===== config.mk =====
export PLATFORM = sky130hd
export DESIGN_NAME = sti_frame_crc_and_timestamp
export DESIGN_NICKNAME = d
export VERILOG_FILES = /design/src/sti_frame_pkg.sv /design/src/sti_crc16.sv /design/src/sti_frame_crc_and_timestamp.sv
export SDC_FILE = /design/constraint.sdc
export NUM_CORES = 1
export LEC_CHECK = 0
export BUFFER_PORTS_ARGS = -buffer_cell sky130_fd_sc_hd__buf_2
export CAP_MARGIN = 40
export CORE_MARGIN = 1
export CORE_UTILIZATION = 50
export DETAILED_ROUTE_END_ITERATION = 12
export GPL_ROUTABILITY_DRIVEN = 0
export PLACE_DENSITY = 0.88
export SLEW_MARGIN = 20
export SYNTH_ARGS = -nofsm -noshare
export SYNTH_HDL_FRONTEND = slang
export SYNTH_SLANG_ARGS = --single-unit

===== constraint.sdc =====
create_clock -name ref_clk_i -period 1.7 [get_ports ref_clk_i]
set_clock_uncertainty 0.1 [all_clocks]
set_input_delay 0.17 -clock ref_clk_i [delete_from_list [all_inputs] [get_ports ref_clk_i]]
set_output_delay 0.17 -clock ref_clk_i [all_outputs]
set_load 0.05 [all_outputs]

===== src/sti_frame_pkg.sv =====
package sti_frame_pkg;

    // Checksum engine
    localparam int          CRC_W       = 16;
    localparam logic [15:0] CRC_POLY    = 16'h1021;
    localparam logic [15:0] CRC_SEED    = 16'hFFFF;
    localparam logic [15:0] CRC_RESIDUE = 16'h1D0F;

    // Timestamp coding
    localparam int          TS_W        = 24;
    localparam real         TS_REF_MHZ  = 16.384;
    localparam logic [23:0] TS_MAX_REAL = 24'hF9FFFF;
    localparam logic [23:0] TS_NULL     = 24'hFFFFFF;
    localparam logic [7:0]  TS_FILL     = 8'hFF;

    // Level fields, from the most significant end
    localparam int          L1_LSB      = 17;
    localparam int          L2_LSB      = 14;
    localparam int          L3_LSB      = 6;
    localparam int          L4_LSB      = 3;
    localparam int          L5_LSB      = 0;
    localparam logic [6:0]  L1_MAX      = 7'h7C;
    localparam logic [6:0]  L1_ALT      = 7'h7F;

    // Approximate resolutions, ns
    localparam real         RES_L1_NS   = 8000000.0;
    localparam real         RES_L2_NS   = 1000000.0;
    localparam real         RES_L3_NS   = 3910.0;
    localparam real         RES_L4_NS   = 488.0;
    localparam real         RES_L5_NS   = 61.0;

    localparam logic [2:0]  LVL_MIN     = 3'h1;
    localparam logic [2:0]  LVL_MAX     = 3'h5;

    typedef struct packed {
        logic valid;
        logic null_ts;
        logic reserved;
        logic range_err;
    } ts_class_t;

    typedef struct packed {
        logic        vld;
        logic        bit_val;
        logic        first;
        logic        last;
    } crc_bit_t;

endpackage : sti_frame_pkg


===== src/sti_crc16.sv =====
`timescale 1ns/1ns
module sti_crc16
#(
    parameter logic [15:0] POLY = sti_frame_pkg::CRC_POLY,
    parameter logic [15:0] SEED = sti_frame_pkg::CRC_SEED
)
(
    input  wire logic                    ref_clk_i,
    input  wire logic                    rst_b_i,
    input  wire sti_frame_pkg::crc_bit_t bit_i,
    output logic [15:0]                  crc_o,
    output logic                         done_o
);

    logic [15:0] crc_r;
    logic [15:0] crc_nxt;
    logic [15:0] base;
    logic        done_r;

    function automatic logic [15:0] crc_step(input logic [15:0] c, input logic d);
        logic fb;
        fb = c[15] ^ d;
        // Shift toward the top stage; XOR only at stages whose coefficient is one
        crc_step = {c[14:0], 1'b0} ^ (fb ? POLY : 16'h0000);
    endfunction : crc_step

    always_comb
    begin
        base    = bit_i.first ? SEED : crc_r;
        crc_nxt = crc_step(base, bit_i.bit_val);
    end

    always_ff @(posedge ref_clk_i or negedge rst_b_i)
    begin
        if (!rst_b_i)
            crc_r <= SEED;
        else if (bit_i.vld)
            crc_r <= crc_nxt;
    end

    always_ff @(posedge ref_clk_i or negedge rst_b_i)
    begin
        if (!rst_b_i)
            done_r <= 1'b0;
        else
            done_r <= bit_i.vld & bit_i.last;
    end

    assign crc_o  = crc_r;
    assign done_o = done_r;

endmodule : sti_crc16


===== src/sti_frame_crc_and_timestamp.sv =====
// Functional notes
// - Checksum polynomial x16+x12+x5+1
// - Preset all sixteen stages to one
// - Bits enter MSB first, one shift each
// - XOR taps at stages with coefficient one
// - Transmit the complemented register as check word
// - Receiver residue 1D0F means no error
// - Timestamp is 24-bit count of reference periods
// - Levels 7,3,8,3,3 bits with range limits
// - Real timestamps span zero to F9FFFF
// - All ones is the null timestamp
// - FA0000 to FFFFFE reserved, never generated
// - Unused finer levels forced to zero
// - Five levels, 8 ms down to 61 ns
// - Frame field: FF then three timestamp bytes
`timescale 1ns/1ns
module sti_frame_crc_and_timestamp
#(
    parameter int TS_W = sti_frame_pkg::TS_W
)
(
    input  wire logic                     ref_clk_i,
    input  wire logic                     rst_b_i,
    // Transmit checksum stream
    input  wire sti_frame_pkg::crc_bit_t  tx_bit_i,
    output logic [15:0]                   tx_check_o,
    output logic                          tx_check_vld_o,
    // Receive checksum stream, check word included
    input  wire sti_frame_pkg::crc_bit_t  rx_bit_i,
    output logic                          rx_done_o,
    output logic                          rx_crc_err_o,
    // Timestamp generation
    input  wire logic                     gen_req_i,
    input  wire logic                     gen_null_i,
    input  wire logic [2:0]               gen_level_i,
    input  wire logic [TS_W-1:0]          gen_ts_i,
    output logic [31:0]                   gen_field_o,
    output logic                          gen_vld_o,
    output logic                          gen_refused_o,
    // Timestamp checking
    input  wire logic                     chk_req_i,
    input  wire logic [31:0]              chk_field_i,
    output sti_frame_pkg::ts_class_t      chk_class_o,
    output logic                          chk_fill_err_o,
    output logic                          chk_vld_o
);

    logic [15:0]              tx_crc;
    logic                     tx_done;
    logic [15:0]              rx_crc;
    logic                     rx_done;
    logic [15:0]              tx_check_r;
    logic                     tx_check_vld_r;
    logic                     rx_crc_err_r;
    logic                     rx_done_r;
    logic [TS_W-1:0]          gen_mask;
    logic [TS_W-1:0]          gen_ts_nxt;
    logic                     gen_bad;
    logic [31:0]              gen_field_r;
    logic                     gen_vld_r;
    logic                     gen_refused_r;
    logic [TS_W-1:0]          chk_ts;
    sti_frame_pkg::ts_class_t chk_class_nxt;
    sti_frame_pkg::ts_class_t chk_class_r;
    logic                     chk_fill_err_r;
    logic                     chk_vld_r;

    sti_crc16 u_tx_crc
    (
        .ref_clk_i (ref_clk_i),
        .rst_b_i   (rst_b_i),
        .bit_i     (tx_bit_i),
        .crc_o     (tx_crc),
        .done_o    (tx_done)
    );

    sti_crc16 u_rx_crc
    (
        .ref_clk_i (ref_clk_i),
        .rst_b_i   (rst_b_i),
        .bit_i     (rx_bit_i),
        .crc_o     (rx_crc),
        .done_o    (rx_done)
    );

    // Level one range check, used by the checker only
    function automatic logic fields_ok(input logic [TS_W-1:0] t);
        logic [6:0] l1;
        l1 = t[TS_W-1:sti_frame_pkg::L1_LSB];
        fields_ok = (l1 <= sti_frame_pkg::L1_MAX) || (l1 == sti_frame_pkg::L1_ALT);
    endfunction : fields_ok

    // Mask keeping levels 1..lvl; finer fields cleared
    function automatic logic [TS_W-1:0] level_mask(input logic [2:0] lvl);
        unique case (lvl)
            3'h1:    level_mask = ~((24'h000001 << sti_frame_pkg::L1_LSB) - 24'h000001);
            3'h2:    level_mask = ~((24'h000001 << sti_frame_pkg::L2_LSB) - 24'h000001);
            3'h3:    level_mask = ~((24'h000001 << sti_frame_pkg::L3_LSB) - 24'h000001);
            3'h4:    level_mask = ~((24'h000001 << sti_frame_pkg::L4_LSB) - 24'h000001);
            default: level_mask = 24'hFFFFFF;
        endcase
    endfunction : level_mask

    // Transmit check word
    always_ff @(posedge ref_clk_i or negedge rst_b_i)
    begin
        if (!rst_b_i)
        begin
            tx_check_r     <= 16'h0000;
            tx_check_vld_r <= 1'b0;
        end
        else
        begin
            tx_check_vld_r <= tx_done;
            if (tx_done)
                tx_check_r <= ~tx_crc;
        end
    end

    // Receive residue check
    always_ff @(posedge ref_clk_i or negedge rst_b_i)
    begin
        if (!rst_b_i)
        begin
            rx_crc_err_r <= 1'b0;
            rx_done_r    <= 1'b0;
        end
        else
        begin
            rx_done_r <= rx_done;
            if (rx_done)
                rx_crc_err_r <= (rx_crc != sti_frame_pkg::CRC_RESIDUE);
        end
    end

    // Generation: count of reference periods, coarse levels kept
    always_comb
    begin
        gen_mask   = level_mask(gen_level_i);
        gen_ts_nxt = gen_ts_i & gen_mask;
        gen_bad    = !gen_null_i && ((gen_ts_nxt > sti_frame_pkg::TS_MAX_REAL)
                     || (gen_level_i < sti_frame_pkg::LVL_MIN)
                     || (gen_level_i > sti_frame_pkg::LVL_MAX));
    end

    always_ff @(posedge ref_clk_i or negedge rst_b_i)
    begin
        if (!rst_b_i)
        begin
            gen_field_r   <= 32'h00000000;
            gen_vld_r     <= 1'b0;
            gen_refused_r <= 1'b0;
        end
        else
        begin
            gen_vld_r     <= gen_req_i && !gen_bad;
            gen_refused_r <= gen_req_i && gen_bad;
            if (gen_req_i && !gen_bad)
            begin
                // Byte order FF, bits 0-7 (MSb end), 8-15, 16-23
                if (gen_null_i)
                    gen_field_r <= {sti_frame_pkg::TS_FILL, sti_frame_pkg::TS_NULL};
                else
                    gen_field_r <= {sti_frame_pkg::TS_FILL, gen_ts_nxt};
            end
        end
    end

    // Checking and classification
    always_comb
    begin
        chk_ts                  = chk_field_i[TS_W-1:0];
        chk_class_nxt.null_ts   = (chk_ts == sti_frame_pkg::TS_NULL);
        chk_class_nxt.reserved  = (chk_ts > sti_frame_pkg::TS_MAX_REAL)
                                  && !chk_class_nxt.null_ts;
        chk_class_nxt.range_err = !chk_class_nxt.null_ts && !fields_ok(chk_ts);
        chk_class_nxt.valid     = (chk_ts <= sti_frame_pkg::TS_MAX_REAL)
                                  && !chk_class_nxt.range_err;
    end

    always_ff @(posedge ref_clk_i or negedge rst_b_i)
    begin
        if (!rst_b_i)
        begin
            chk_class_r    <= '0;
            chk_fill_err_r <= 1'b0;
            chk_vld_r      <= 1'b0;
        end
        else
        begin
            chk_vld_r <= chk_req_i;
            if (chk_req_i)
            begin
                chk_class_r    <= chk_class_nxt;
                chk_fill_err_r <= (chk_field_i[31:TS_W] != sti_frame_pkg::TS_FILL);
            end
        end
    end

    assign tx_check_o     = tx_check_r;
    assign tx_check_vld_o = tx_check_vld_r;
    assign rx_done_o      = rx_done_r;
    assign rx_crc_err_o   = rx_crc_err_r;
    assign gen_field_o    = gen_field_r;
    assign gen_vld_o      = gen_vld_r;
    assign gen_refused_o  = gen_refused_r;
    assign chk_class_o    = chk_class_r;
    assign chk_fill_err_o = chk_fill_err_r;
    assign chk_vld_o      = chk_vld_r;

    // A lone zero bit starting from the preset gives a known check word
    a_tx_check_word: assert property (@(posedge ref_clk_i) disable iff (!rst_b_i)
        tx_bit_i.vld && tx_bit_i.first && tx_bit_i.last && !tx_bit_i.bit_val
        |-> ##2 tx_check_vld_o && (tx_check_o == 16'h1020))
        else $error("check word after single zero bit wrong");

    a_crc_preset: assert property (@(posedge ref_clk_i) disable iff (!rst_b_i)
        tx_bit_i.vld && tx_bit_i.first && tx_bit_i.bit_val
        |=> tx_crc == 16'hFFFE)
        else $error("preset or shift wrong on first bit");

    a_crc_taps: assert property (@(posedge ref_clk_i) disable iff (!rst_b_i)
        tx_bit_i.vld && !tx_bit_i.first
        |=> tx_crc == ({$past(tx_crc[14:0]), 1'b0}
                ^ (($past(tx_crc[15]) ^ $past(tx_bit_i.bit_val)) ? 16'h1021 : 16'h0000)))
        else $error("checksum shift wrong");

    a_crc_hold: assert property (@(posedge ref_clk_i) disable iff (!rst_b_i)
        !tx_bit_i.vld |=> $stable(tx_crc))
        else $error("checksum moved without a bit");

    a_rx_residue: assert property (@(posedge ref_clk_i) disable iff (!rst_b_i)
        rx_done |=> rx_done_o && (rx_crc_err_o == ($past(rx_crc) != 16'h1D0F)))
        else $error("residue compare wrong");

    a_gen_range: assert property (@(posedge ref_clk_i) disable iff (!rst_b_i)
        gen_vld_o |-> (gen_field_o[23:0] <= 24'hF9FFFF) || (gen_field_o[23:0] == 24'hFFFFFF))
        else $error("reserved timestamp generated");

    a_gen_levels: assert property (@(posedge ref_clk_i) disable iff (!rst_b_i)
        gen_req_i && !gen_null_i && (gen_level_i == 3'h2) && !gen_bad
        |=> gen_vld_o && (gen_field_o[13:0] == 14'h0000))
        else $error("unused level not cleared");

    a_gen_null: assert property (@(posedge ref_clk_i) disable iff (!rst_b_i)
        gen_req_i && gen_null_i |=> gen_vld_o && (gen_field_o == 32'hFFFFFFFF))
        else $error("null timestamp not produced");

    a_chk_classes: assert property (@(posedge ref_clk_i) disable iff (!rst_b_i)
        chk_vld_o |-> $onehot0({chk_class_o.valid, chk_class_o.null_ts, chk_class_o.reserved})
        && !(chk_class_o.valid && chk_class_o.range_err))
        else $error("timestamp classes overlap");

    a_chk_level1: assert property (@(posedge ref_clk_i) disable iff (!rst_b_i)
        chk_req_i && (chk_field_i[23:17] == 7'h7D) |=> chk_class_o.range_err)
        else $error("level one range not flagged");

    c_tx_frame: cover property (@(posedge ref_clk_i) disable iff (!rst_b_i) tx_check_vld_o);
    c_rx_good:  cover property (@(posedge ref_clk_i) disable iff (!rst_b_i)
        rx_done_o && !rx_crc_err_o);
    c_ts_null:  cover property (@(posedge ref_clk_i) disable iff (!rst_b_i)
        chk_vld_o && chk_class_o.null_ts);
    c_ts_resv:  cover property (@(posedge ref_clk_i) disable iff (!rst_b_i)
        chk_vld_o && chk_class_o.reserved);

endmodule : sti_frame_crc_and_timestamp


Yosys cells after proc, flatten, opt, wreduce, memory -nomap -nowiden
Index checks and enable logic that the tools add are counted.
{"block": "op_classes", "order_cmp": 6, "eq_ne": 8, "mux": 6, "bitwise_logic": 8, "n_reduce_logical": 14}
{"op": "case mux 17 bit (4 select lines)", "count": 1}
{"op": "> comparator 24 bit, second input constant", "count": 2}
{"op": "2-to-1 mux 16 bit", "count": 2}
{"op": "XOR 16 bit", "count": 2}
{"op": "2-to-1 mux 13 bit", "count": 2}
{"op": "bitwise AND 24 bit", "count": 1}
{"op": "== test 24 bit, second input constant", "count": 1}
{"op": "<= comparator 24 bit, second input constant", "count": 1}
{"op": "2-to-1 mux 24 bit", "count": 1}
{"op": "inequality test 16 x 13 -> 1 bit, second input constant", "count": 1}
{"op": "NOT 16 bit", "count": 1}
{"op": "inequality test 8 bit, second input constant", "count": 1}
{"op": "== test 7 bit, second input constant", "count": 1}
{"op": "<= comparator 7 bit, second input constant", "count": 1}
{"op": "== test 3 x 2 -> 1 bit, second input constant", "count": 2}
{"op": "logical AND 1 bit", "count": 6}
{"op": "zero test 1 bit", "count": 5}
{"op": "== test 3 x 1 -> 1 bit, second input constant", "count": 1}
{"op": "== test 3 bit, second input constant", "count": 1}
{"op": "> comparator 3 bit, second input constant", "count": 1}
{"op": "logical OR 1 bit", "count": 3}
{"op": "less-than comparator 3 x 1 -> 1 bit, second input constant", "count": 1}
{"op": "bitwise AND 1 bit", "count": 2}
{"op": "XOR 1 bit", "count": 2}
{"block": "word_totals", "regBits": 93, "output_inout_bits": 59, "word_cells": 59}

Depth between registers and ports, before layout
Gate-level depths: netlist of run 1.
{"block": "depth", "depth_word": 9, "ltp_mapped": 6, "mapped_depth_nobuf": 4}

Cells and area by module
Synthesis of run 1 repeated with hierarchy kept, for this count alone.
{"block": "hier_totals", "hier_cells": 341, "area_unflattened_um2": 3881.2}
{"mod": "sti_frame_crc_and_timestamp", "instances": 1, "cells_per_inst": 189, "area_per_inst_um2": 2367.3}
{"mod": "sti_crc16", "instances": 2, "cells_per_inst": 76, "area_per_inst_um2": 757.0}

Least setup slack after synthesis of run 1
No wires, ideal clock.
{"block": "synth_path", "path_type": "input to register", "start": "input gen_ts_i[18]", "end": "register gen_field_r[10], in the netlist gen_field_o[10]", "setup_time_ns": 0.126, "arrival_ns": 1.270, "setup_slack_ns": 0.204, "cell_stages": 4, "n_path_buf": 1, "path_cell_list": "o21a_1 a221o_2 buf_6 a221o_1"}
{"block": "synth_via", "elab_chain_cells": 7}
{"element": "start, declared", "line": "sti_frame_crc_and_timestamp.sv:36", "text": "input wire logic [TS_W-1:0] gen_ts_i,"}
{"element": "bitwise AND 24 bit", "line": "sti_frame_crc_and_timestamp.sv:140", "text": "gen_ts_nxt = gen_ts_i & gen_mask;"}
{"element": "> comparator 24 bit", "line": "sti_frame_crc_and_timestamp.sv:141", "text": "gen_bad = !gen_null_i && ((gen_ts_nxt > sti_frame_pkg::TS_MAX_REAL)"}
{"element": "logical OR 1 bit", "line": "sti_frame_crc_and_timestamp.sv:142", "text": "|| (gen_level_i < sti_frame_pkg::LVL_MIN)"}
{"element": "logical OR 1 bit", "line": "sti_frame_crc_and_timestamp.sv:143", "text": "|| (gen_level_i > sti_frame_pkg::LVL_MAX));"}
{"element": "logical AND 1 bit", "line": "sti_frame_crc_and_timestamp.sv:141"}
{"element": "zero test 1 bit", "line": "sti_frame_crc_and_timestamp.sv:158", "text": "if (gen_req_i && !gen_bad)"}
{"element": "logical AND 1 bit", "line": "sti_frame_crc_and_timestamp.sv:158"}
{"element": "end signal, assigned", "line": "sti_frame_crc_and_timestamp.sv:162", "text": "gen_field_r <= {sti_frame_pkg::TS_FILL, sti_frame_pkg::TS_NULL};"}
{"element": "end signal, assigned", "line": "sti_frame_crc_and_timestamp.sv:164", "text": "gen_field_r <= {sti_frame_pkg::TS_FILL, gen_ts_nxt};"}
{"element": "end, declared", "line": "sti_frame_crc_and_timestamp.sv:59", "text": "logic [31:0] gen_field_r;"}
No other way between the ends.
A chain may end at the register's enable or synchronous reset.

==> run summary, run 1 <==
grt ovf -> 0
hold crit path type -> in2reg
Fmax -> 702 MHz
register area share after synthesis -> 57.6%
syn nets -> 434
status -> completed
CTS sink count -> 86
DRT Wirelength -> 8580 um
crit end category -> output port
post-synthesis simple-gate area fraction -> 14.8%
most common cell after layout, fill and taps aside -> buf_2
CP required -> 1430 ps
Post-Synth Adder-Cell Area -> 0%
DRT Pass-1 Iters -> 5
Tmin final -> 1420 ps
Mapped Area -> 0.00380 mm2
Syn Area/Cell -> 10.5 um2
CTS H-tree lvls -> 3
Final #Nets -> 578
Die H -> 89.2 um
Max-cap violations -> 0
Crit path buffers/inverters -> 1
Slew HR -> 62.0%
CTS resizes -> 0
CP max stage delay -> 480 ps
vias per cell -> 5.16
I/O pin cnt -> 131
most frequent cells in the layout -> buf_2 (129), nor2_1 (82), dfrtp_1 (54), dfstp_2 (32), a21oi_1 (31)
Max FO, Critical Path -> 9
Starting Density -> 52.2%
compound-cell area share of the yosys netlist -> 14.2%
Reg clk slew, reported paths -> 90 ps
clock tree root driver cell -> clkbuf_8
VDD IR max -> 492 uV
CORE AREA -> 0.00729 mm2
post-route ant nets -> 0
clk buf depth -> 2
Die ar. -> 0.00796 mm2
largest net degree at the start of global routing -> 46
period utilisation layout -> 83.8%
XOR/XNOR share of the synthesized area -> 2.76%
largest family of logic cells by synthesized area -> simple AND/OR/NAND/NOR gates
mux cell area share after synthesis -> 4.80%
global-route usage over all layers -> 22.3%
Post-CTS Setup Bufs -> 0
CTS tree -> built
worst-path cell chain -> buf_2
RSZ-0062 raised after global routing -> false
HPWL Detailed -> 5790 um
yosys warns -> 0
vias in the first global route -> 3016
DR iter-0 viols -> 142
WL per Instance -> 14.1 um
number of synthesized register bits -> 86
antenna cells -> 0
layout cell share with drive strength beyond 1 -> 39.1%
Synth Instances -> 362
Top delay family on crit path -> flip-flops
final setup vio count -> 0
Slew @ Worst Pin -> 569 ps
first-pass GRT wire length -> 13500 um
# rows -> 31
Hold Violations, Final -> 0
Pwr Total -> 4.99 mW
vias -> 3149
Die X-Extent -> 89.2 um
Pleak -> 2.17 nW
number of CTS-inserted buffers -> 9
area grow syn2layout -> 29.1%
initial antenna violation count -> 0
crit path launch type -> register
CTS hold repair buffers -> 21
power per cell area -> 1020 mW/mm2
Worst Setup Path Type -> reg2out
post-synth cell types -> 39
Crit path arrival time -> 1150 ps
Slowest-stage cell, CP -> dfrtp_1
port buffer count -> 130
Slew Viols, Final -> 0
DRC -> 0
Final TNS setup -> 0 ps
worst skew pair latency -> 350 ps
==> area by class of cell <==
type | instances | area (um2)
clock buffers | 10 | 138
clock inverters | 6 | 52.6
fillers | 559 | 2380
inverters | 19 | 71.3
multi-input cells | 230 | 1390
flip-flops and latches | 86 | 2190
well taps | 99 | 124
repair buffers | 160 | 943
==> kinds of logic after synthesis <==
| family | count (synthesis) |
|---|---|
| buffers and inverters | 46 |
| DFF | 86 |
| xor gates and xnor gates | 12 |
| and+or+nand+nor | 127 |
| muxes | 18 |
| AOI/OAI and AO/OA | 73 |
==> cells in the mapped netlist <==
cell / n / share of area, %
nand4_1: 9 / 1.5
o22a_2: 5 / 1.3
or3b_2: 1 / 0.23
buf_4: 8 / 1.6
nand2b_4: 1 / 0.36
a31oi_1: 1 / 0.16
buf_2: 2 / 0.26
dfrtp_1: 54 / 36
xor2_1: 2 / 0.46
xnor2_1: 10 / 2.3
o22a_1: 9 / 2.1
buf_6: 1 / 0.30
o21a_1: 4 / 0.79
a221o_2: 1 / 0.30
clkbuf_8: 1 / 0.36
nor2_1: 82 / 8.1
o21bai_4: 1 / 0.49
nand3_1: 2 / 0.26
or2_2: 1 / 0.16
mux2i_1: 16 / 4.2
a22oi_2: 1 / 0.33
nand2_1: 11 / 1.1
and4_1: 1 / 0.23
a311oi_1: 9 / 2.1
mux2_2: 2 / 0.59
dfstp_2: 32 / 22
clkbuf_1: 14 / 1.4
inv_1: 19 / 1.9
a21oi_1: 31 / 4.1
a221o_1: 8 / 2.1
nand3b_1: 1 / 0.20
nor4b_1: 1 / 0.23
a22o_1: 1 / 0.23
o21ai_0: 2 / 0.26
nor4_1: 1 / 0.16
buf_1: 1 / 0.099
and2_1: 3 / 0.49
nor3_1: 11 / 1.4
nor2b_1: 2 / 0.33
==> state kept, by name, indices dropped and copies added, names as in the netlist <==
signal,flops
rx_done_o,1
gen_refused_o,1
u_tx_crc.crc_o,16
tx_check_o,16
gen_field_o,25
rx_crc_err_o,1
u_tx_crc.done_o,1
u_rx_crc.crc_o,16
chk_fill_err_o,1
chk_class_o,4
gen_vld_o,1
u_rx_crc.done_o,1
chk_vld_o,1
tx_check_vld_o,1
==> where the power goes <==
part,leakage [nW],switching (mW),internal (mW)
combinational,1.12,0.826,0.375
clock,0.0914,0.781,0.594
sequential,0.967,0.137,2.28
total,2.17,1.74,3.25
==> per-layer routing <==
| metal | vias to the layer above | share of wire [%] | track usage, % |
|---|---|---|---|
| li1 | 1533 | - | - |
| met3 | 16 | 4.2 | 5.08 |
| met4 | 0 | 1.9 | 10.2 |
| met5 | - | 0 | 0 |
| met2 | 97 | 52 | 36.9 |
| met1 | 1503 | 42 | 28.1 |
==> worst paths after layout <==
| kind | cells past startpoint | slack, ps | endpoint | start |
|---|---|---|---|---|
| min in group asynchronous | 2 | 150 | rx_done_o | rst_b_i |
| max in group asynchronous | 3 | 760 | u_tx_crc.crc_o[5] | rst_b_i |
| worst min-delay path | 3 | 30 | u_rx_crc.crc_o[12] | rx_bit_i[2] |
| worst max register to register | 4 | 330 | rx_crc_err_o | u_rx_crc.crc_o[11] |
| worst max-delay path | 1 | 280 | gen_field_o[28] | gen_field_o[30] |
| worst min register to register | 0 | 310 | rx_done_o | u_rx_crc.done_o |
==> metrics by stage <==
| step | std cells | setup slack (ps) | utilization, % | hold slack [ps] | cell area (um2) |
|---|---|---|---|---|---|
| floorplan | 362 | 204 | - | -226 | 3800 |
| global placement | 573 | 79.6 | 61.9 | -29.6 | 4510 |
| detailed placement | 573 | 38.8 | 61.9 | -24.8 | 4510 |
| CTS | 610 | 270 | 67.3 | 7.33 | 4910 |
| global route | 610 | 222 | 67.3 | 10.1 | 4910 |
| finish | 610 | 276 | 67.3 | 28.3 | 4910 |
No activity file was read; power rests on OpenSTA's default activity.
==> run 2: changes to the inputs <==
--- a/config.mk
+++ b/config.mk
@@ -5,6 +5,7 @@
 export SDC_FILE = /design/constraint.sdc
 export NUM_CORES = 1
 export LEC_CHECK = 0
+export ABC_AREA = 1
 export BUFFER_PORTS_ARGS = -buffer_cell sky130_fd_sc_hd__buf_2
 export CAP_MARGIN = 40
 export CORE_MARGIN = 1
==> constraint.sdc (replaced) <==
create_clock -name ref_clk_i -period 1.4 [get_ports ref_clk_i]
set_clock_uncertainty 0.1 [all_clocks]
set_input_delay 0.14 -clock ref_clk_i [delete_from_list [all_inputs] [get_ports ref_clk_i]]
set_output_delay 0.14 -clock ref_clk_i [all_outputs]
set_load 0.05 [all_outputs]
==> run summary, run 2 <==
hold crit path type -> in2reg
register area share after synthesis -> 56.7%
worst skew pair latency -> 340 ps
power per cell area -> 1260 mW/mm2
Syn Area/Cell -> 8.96 um2
Worst Setup Path Type -> in2reg
DR iter-0 viols -> 185
Reg2Reg Launch Point -> u_rx_crc.crc_o[15]
post-synth top area share -> 35.0%
Max-cap violations -> 0
source of the worst hold timing path -> chk_field_i[25]
XOR/XNOR share of the synthesized area -> 0.453%
combinational share of power -> 22.9%
CTS sink count -> 86
CTS tree -> built
DRC -> 0
P_sw -> 2.02 mW
largest family of logic cells by synthesized area -> simple AND/OR/NAND/NOR gates
vias in the first global route -> 3262
post-synthesis simple-gate area fraction -> 24.9%
WL per Instance -> 12.2 um
crit end category -> register
RSZ-0062 raised after global routing -> true
Primary FF master, synth -> dfrtp_1
vias -> 3323
yosys warns -> 0
Synth Instances -> 431
Die ar. -> 0.00808 mm2
Slew Viols, Final -> 0
internal power -> 4.23 mW
CTS H-tree lvls -> 3
Final #Nets -> 646
most frequent cell after synthesis -> nand2_1
# rows -> 31
post-synth top area cell -> dfrtp_1
largest net degree at the start of global routing -> 33
Slew @ Worst Pin -> 820 ps
grt ovf -> 0
number of CTS-inserted buffers -> 9
number of synthesized register bits -> 86
Seq pwr share -> 46.3%
DRT Wirelength -> 8290 um
CORE AREA -> 0.00737 mm2
clk buf depth -> 2
area grow syn2layout -> 28.6%
crit path launch type -> input pin
DRT Pass-1 Iters -> 4
post-route cell area -> 0.00497 mm2
Area contributors post-synth -> dfrtp_1 (35%), dfstp_2 (22%), nand2_1 (11%), o21ai_0 (4.4%), a22oi_1 (4.1%)
Slew HR -> 45.1%
post-synth cell types -> 22
VDD IR max -> 658 uV
Die H -> 89.9 um
area post-placement -> 0.00460 mm2
Reg clk slew, reported paths -> 80 ps
Mapped Area -> 0.00386 mm2
Post-Synth Adder-Cell Area -> 0%
mux cell area share after synthesis -> 0%
period utilisation layout -> 98.8%
most frequent cells in the layout -> buf_2 (129), nand2_1 (116), dfrtp_1 (54), inv_1 (40), o21ai_0 (33)
final core utilization -> 67.4%
largest reg by FF count -> gen_field_o
switch share -> 32.3%
max reg flops -> 25
compound-cell area share of the yosys netlist -> 9.78%
global-route usage over all layers -> 22.1%
layout cell share with drive strength beyond 1 -> 39.2%
Max FO, Critical Path -> 2
Starting Density -> 52.4%
most common cell after layout, fill and taps aside -> buf_2
port buffer count -> 130
EDFF count, synth -> 0
Crit path arrival time -> 1570 ps
Tmin final -> 1380 ps
Fill cells -> 595
I/O pin cnt -> 131
clock tree root driver cell -> clkbuf_8
Hold Path Sink -> chk_fill_err_o
WHS Path Cells -> 4
Hold Violations, Final -> 0
syn nets -> 503
initial antenna violation count -> 0
Clk pwr share -> 30.8%
post-route ant nets -> 0
antenna cells -> 0
CP required -> 1590 ps
status -> completed
share of async-settable or async-resettable flops after synthesis -> 100%
Pleak -> 2.67 nW
Fmax -> 723 MHz
top cells by count, synth -> nand2_1 (116), dfrtp_1 (54), inv_1 (40)
first-pass GRT wire length -> 14600 um
Die X-Extent -> 89.9 um
final setup vio count -> 0
HPWL Detailed -> 6200 um
Reg2Reg Depth -> 4
vias per cell -> 4.90
reg2reg end -> u_rx_crc.crc_o[12]
R2R Setup Slk -> 90 ps
==> run 2: area by class of cell <==
cell class | instances | area (um2) | area share (%)
Clock buffer | 10 | 138 | 2.77
Clock inverter | 6 | 92.6 | 1.86
Inverter | 44 | 165 | 3.32
Multi-Input combinational cell | 277 | 1360 | 27.4
Sequential cell | 86 | 2190 | 44.1
Tap cell | 99 | 124 | 2.49
Timing Repair Buffer | 156 | 893 | 18.0
==> run 2: through the flow <==
stage / hold WS [ps] / TNS, ps / power (mW) / setup slack, ps / std cells
after CTS: 5.04 / 0 / 6.30 / 46.8 / 678
after detailed placement: -40.3 / 0 / 4.34 / 82.2 / 649
after global routing: 15.3 / -138 / 6.56 / -23.1 / 678
after floorplan: -256 / 0 / 3.89 / 147 / 431
final: 14.1 / 0 / 6.25 / 17.2 / 678
after global placement: -46.1 / 0 / 4.30 / 137 / 649
==> run 2: routing by layer <==
metal	track usage [%]	share of wire, %	vias to the layer above
met4	4.70	0.43	0
met1	28.2	42	1558
met2	38.3	52	104
met5	0	0	-
li1	-	-	1656
met3	5.41	4.6	5
==> run 2: worst max-delay path: stages <==
cell and delay, ps:
dlygate4sd3_1 540, buf_2 130, nand2_1 70, dlygate4sd3_1 540, nand3_1 80, nand2_1 70
==> run 2: worst max path at each step <==
| stage | slack [ps] | startpoint | depth (start not counted) | endpoint |
|---|---|---|---|---|
| 6_report | 20 | chk_field_i[17] | 6 | chk_class_o[0] |
| 2_1_floorplan | 150 | gen_field_o[30] | 1 | gen_field_o[25] |
| 3_3_place_gp | 140 | rx_bit_i[3] | 4 | u_rx_crc.crc_o[14] |
| 4_1_cts | 50 | gen_field_o[30] | 1 | gen_field_o[27] |
| 5_1_grt | -20 | gen_field_o[30] | 1 | gen_field_o[27] |
| 3_5_place_dp | 80 | rx_bit_i[3] | 4 | u_rx_crc.crc_o[13] |
==> run 2: timing repair <==
action	CTS	global route
hold buffers	13	0
gates resized for setup	0	3
setup buffers	0	0
endpoints found under the setup margin	0	10
endpoints found under the hold margin	75	0
==> run 2: power by group through the flow <==
stage / Combinational [mW] / Clock, mW / Sequential [mW]
2_1_floorplan: 0.423 / 0 / 3.47
3_3_place_gp: 1.37 / 0 / 2.92
3_5_place_dp: 1.41 / 0 / 2.93
4_1_cts: 1.44 / 1.98 / 2.89
5_1_grt: 1.55 / 2.09 / 2.92
6_report: 1.43 / 1.93 / 2.89
==> run 2: logic make-up (layout without fill, tap and decap cells) <==
family                    count (synthesis)  in the layout
xor gates and xnor gates                  2              2
buffers and inverters                    68            216
AOI/OAI and AO/OA                        65             65
and+or+nand+nor                         210            210
DFF                                      86             86
==> run 3: changes to the inputs <==
--- a/config.mk
+++ b/config.mk
@@ -12,6 +12,7 @@
 export CORE_UTILIZATION = 50
 export DETAILED_ROUTE_END_ITERATION = 12
 export GPL_ROUTABILITY_DRIVEN = 0
+export HOLD_SLACK_MARGIN = 0.06
 export PLACE_DENSITY = 0.88
 export SLEW_MARGIN = 20
 export SYNTH_ARGS = -nofsm -noshare
==> run summary, run 3 (same netlist as run 2, synthesis figures left out) <==
Slowest-stage cell, CP -> dlygate4sd3_1
pre-CTS setup slack -> 82.2 ps
Die H -> 89.9 um
max reg flops -> 25
I/O pin cnt -> 131
initial antenna violation count -> 0
Tmin final -> 1360 ps
port buffer count -> 130
final core utilization -> 71.9%
power per cell area -> 1200 mW/mm2
status -> completed
post-route cell area -> 0.00530 mm2
vias in the first global route -> 3673
RSZ-0062 raised after global routing -> true
post-route ant nets -> 0
CTS H-tree lvls -> 3
Routed met2 length -> 5010 um
vias per cell -> 4.99
DRT Pass-1 Iters -> 5
WL per Instance -> 13.4 um
most common cell after layout, fill and taps aside -> buf_2
most frequent cells in the layout -> buf_2 (129), nand2_1 (116), dfrtp_1 (54), dlygate4sd3_1 (46), inv_1 (40)
Slew Viols, Final -> 0
CTS tree -> built
Slew HR -> 43.8%
final setup vio count -> 0
largest net degree at the start of global routing -> 33
Worst Setup Path Type -> in2reg
number of CTS-inserted buffers -> 9
Max FO, Critical Path -> 10
VDD IR max -> 747 uV
Final #Nets -> 679
period utilisation layout -> 97.1%
HPWL Detailed -> 6200 um
Pwr Total -> 6.33 mW
clk buf depth -> 2
Slew @ Worst Pin -> 840 ps
grt ovf -> 0
Top Layer Used -> met4
crit end category -> register
M1 WL -> 3810 um
Die ar. -> 0.00808 mm2
DR iter-0 viols -> 224
Reg clk slew, reported paths -> 80 ps
CP max stage delay -> 540 ps
CTS sink count -> 86
Max-cap violations -> 0
antenna cells -> 0
Cell Count, Final, Fillers Out -> 711
global-route usage over all layers -> 25.2%
met3 wire length -> 475 um
Crit path arrival time -> 1500 ps
area post-placement -> 0.00460 mm2
area grow syn2layout -> 37.0%
worst skew pair latency -> 340 ps
DRC -> 0
worst-path cell chain -> dlygate4sd3_1, buf_2, nand2_1, dlygate4sd3_1, inv_1
DP Cell Count -> 649
clock tree root driver cell -> clkbuf_8
hold crit path type -> in2reg
Fmax -> 735 MHz
vias -> 3549
largest reg by FF count -> gen_field_o
# rows -> 31
CP required -> 1540 ps
fin worst setup slack -> 40.4 ps
DRT Wirelength -> 9550 um
first-pass GRT wire length -> 16400 um
Starting Density -> 52.4%
Pleak -> 2.81 nW
crit-path most repeated cell -> dlygate4sd3_1
crit path launch type -> input pin
layout cell share with drive strength beyond 1 -> 36.9%
Hold Violations, Final -> 0
CORE AREA -> 0.00737 mm2
Die X-Extent -> 89.9 um
-- run 3: cell types whose count changed in the layout (fill, tap and decap cells not counted) --
cell and delta:
a21oi_1 +1, dlygate4sd3_1 +33, a21oi_2 -1
-- run 3: area by class of cell --
class / instances / area, um2
Sequential cell: 86 / 2190
Fill cell: 536 / 2070
Tap cell: 99 / 124
Clock inverter: 6 / 92.6
Inverter: 44 / 165
Clock buffer: 10 / 138
Multi-Input combinational cell: 277 / 1360
Timing Repair Buffer: 189 / 1220
-- run 3: path summary, 6_finish.rpt --
| kind | start | endpoint | slack [ps] | cells past startpoint |
|---|---|---|---|---|
| max | tx_bit_i[3] | u_tx_crc.done_o | 40 | 5 |
| min | chk_field_i[18] | chk_class_o[0] | 30 | 4 |
| max reg2reg | u_rx_crc.crc_o[15] | u_rx_crc.crc_o[12] | 80 | 4 |
| min reg2reg | u_tx_crc.done_o | tx_check_vld_o | 280 | 0 |
| max in group asynchronous | rst_b_i | u_tx_crc.crc_o[1] | 510 | 3 |
| min in group asynchronous | rst_b_i | u_rx_crc.done_o | 140 | 2 |
-- run 3: routing by layer --
metal  global-route usage [%]  vias to the layer above
li1                         -                     1721
met1                     29.7                     1653
met2                     44.6                      149
met3                     6.35                       26
met4                     8.60                        0
met5                        0                        -
-- run 3: timing repair --
item                                    CTS  global route
endpoints found under the setup margin    0            12
hold buffers                             47             0
hold endpoints to repair                101             0
resized for setup                         0             2
setup buffers                             0             0
-- run 3: where the power goes --
group	leakage (nW)	internal, mW	switching, mW
Clock	0.115	1.07	0.852
Sequential	0.998	2.75	0.135
Combinational	1.69	0.463	1.06
Total	2.81	4.29	2.05
-- run 3: through the flow --
step	hold WS, ps	TNS, ps
6_report	33.0	0
5_1_grt	68.9	-138
4_1_cts	62.0	0
3_5_place_dp	-40.3	0
3_3_place_gp	-46.1	0
2_1_floorplan	-256	0
-- run 3: worst max-delay path, delay by kind of cell --
family / cells / cell delay (ps)
buffers and inverters: 4 / 1290
and+or+nand+nor: 1 / 80
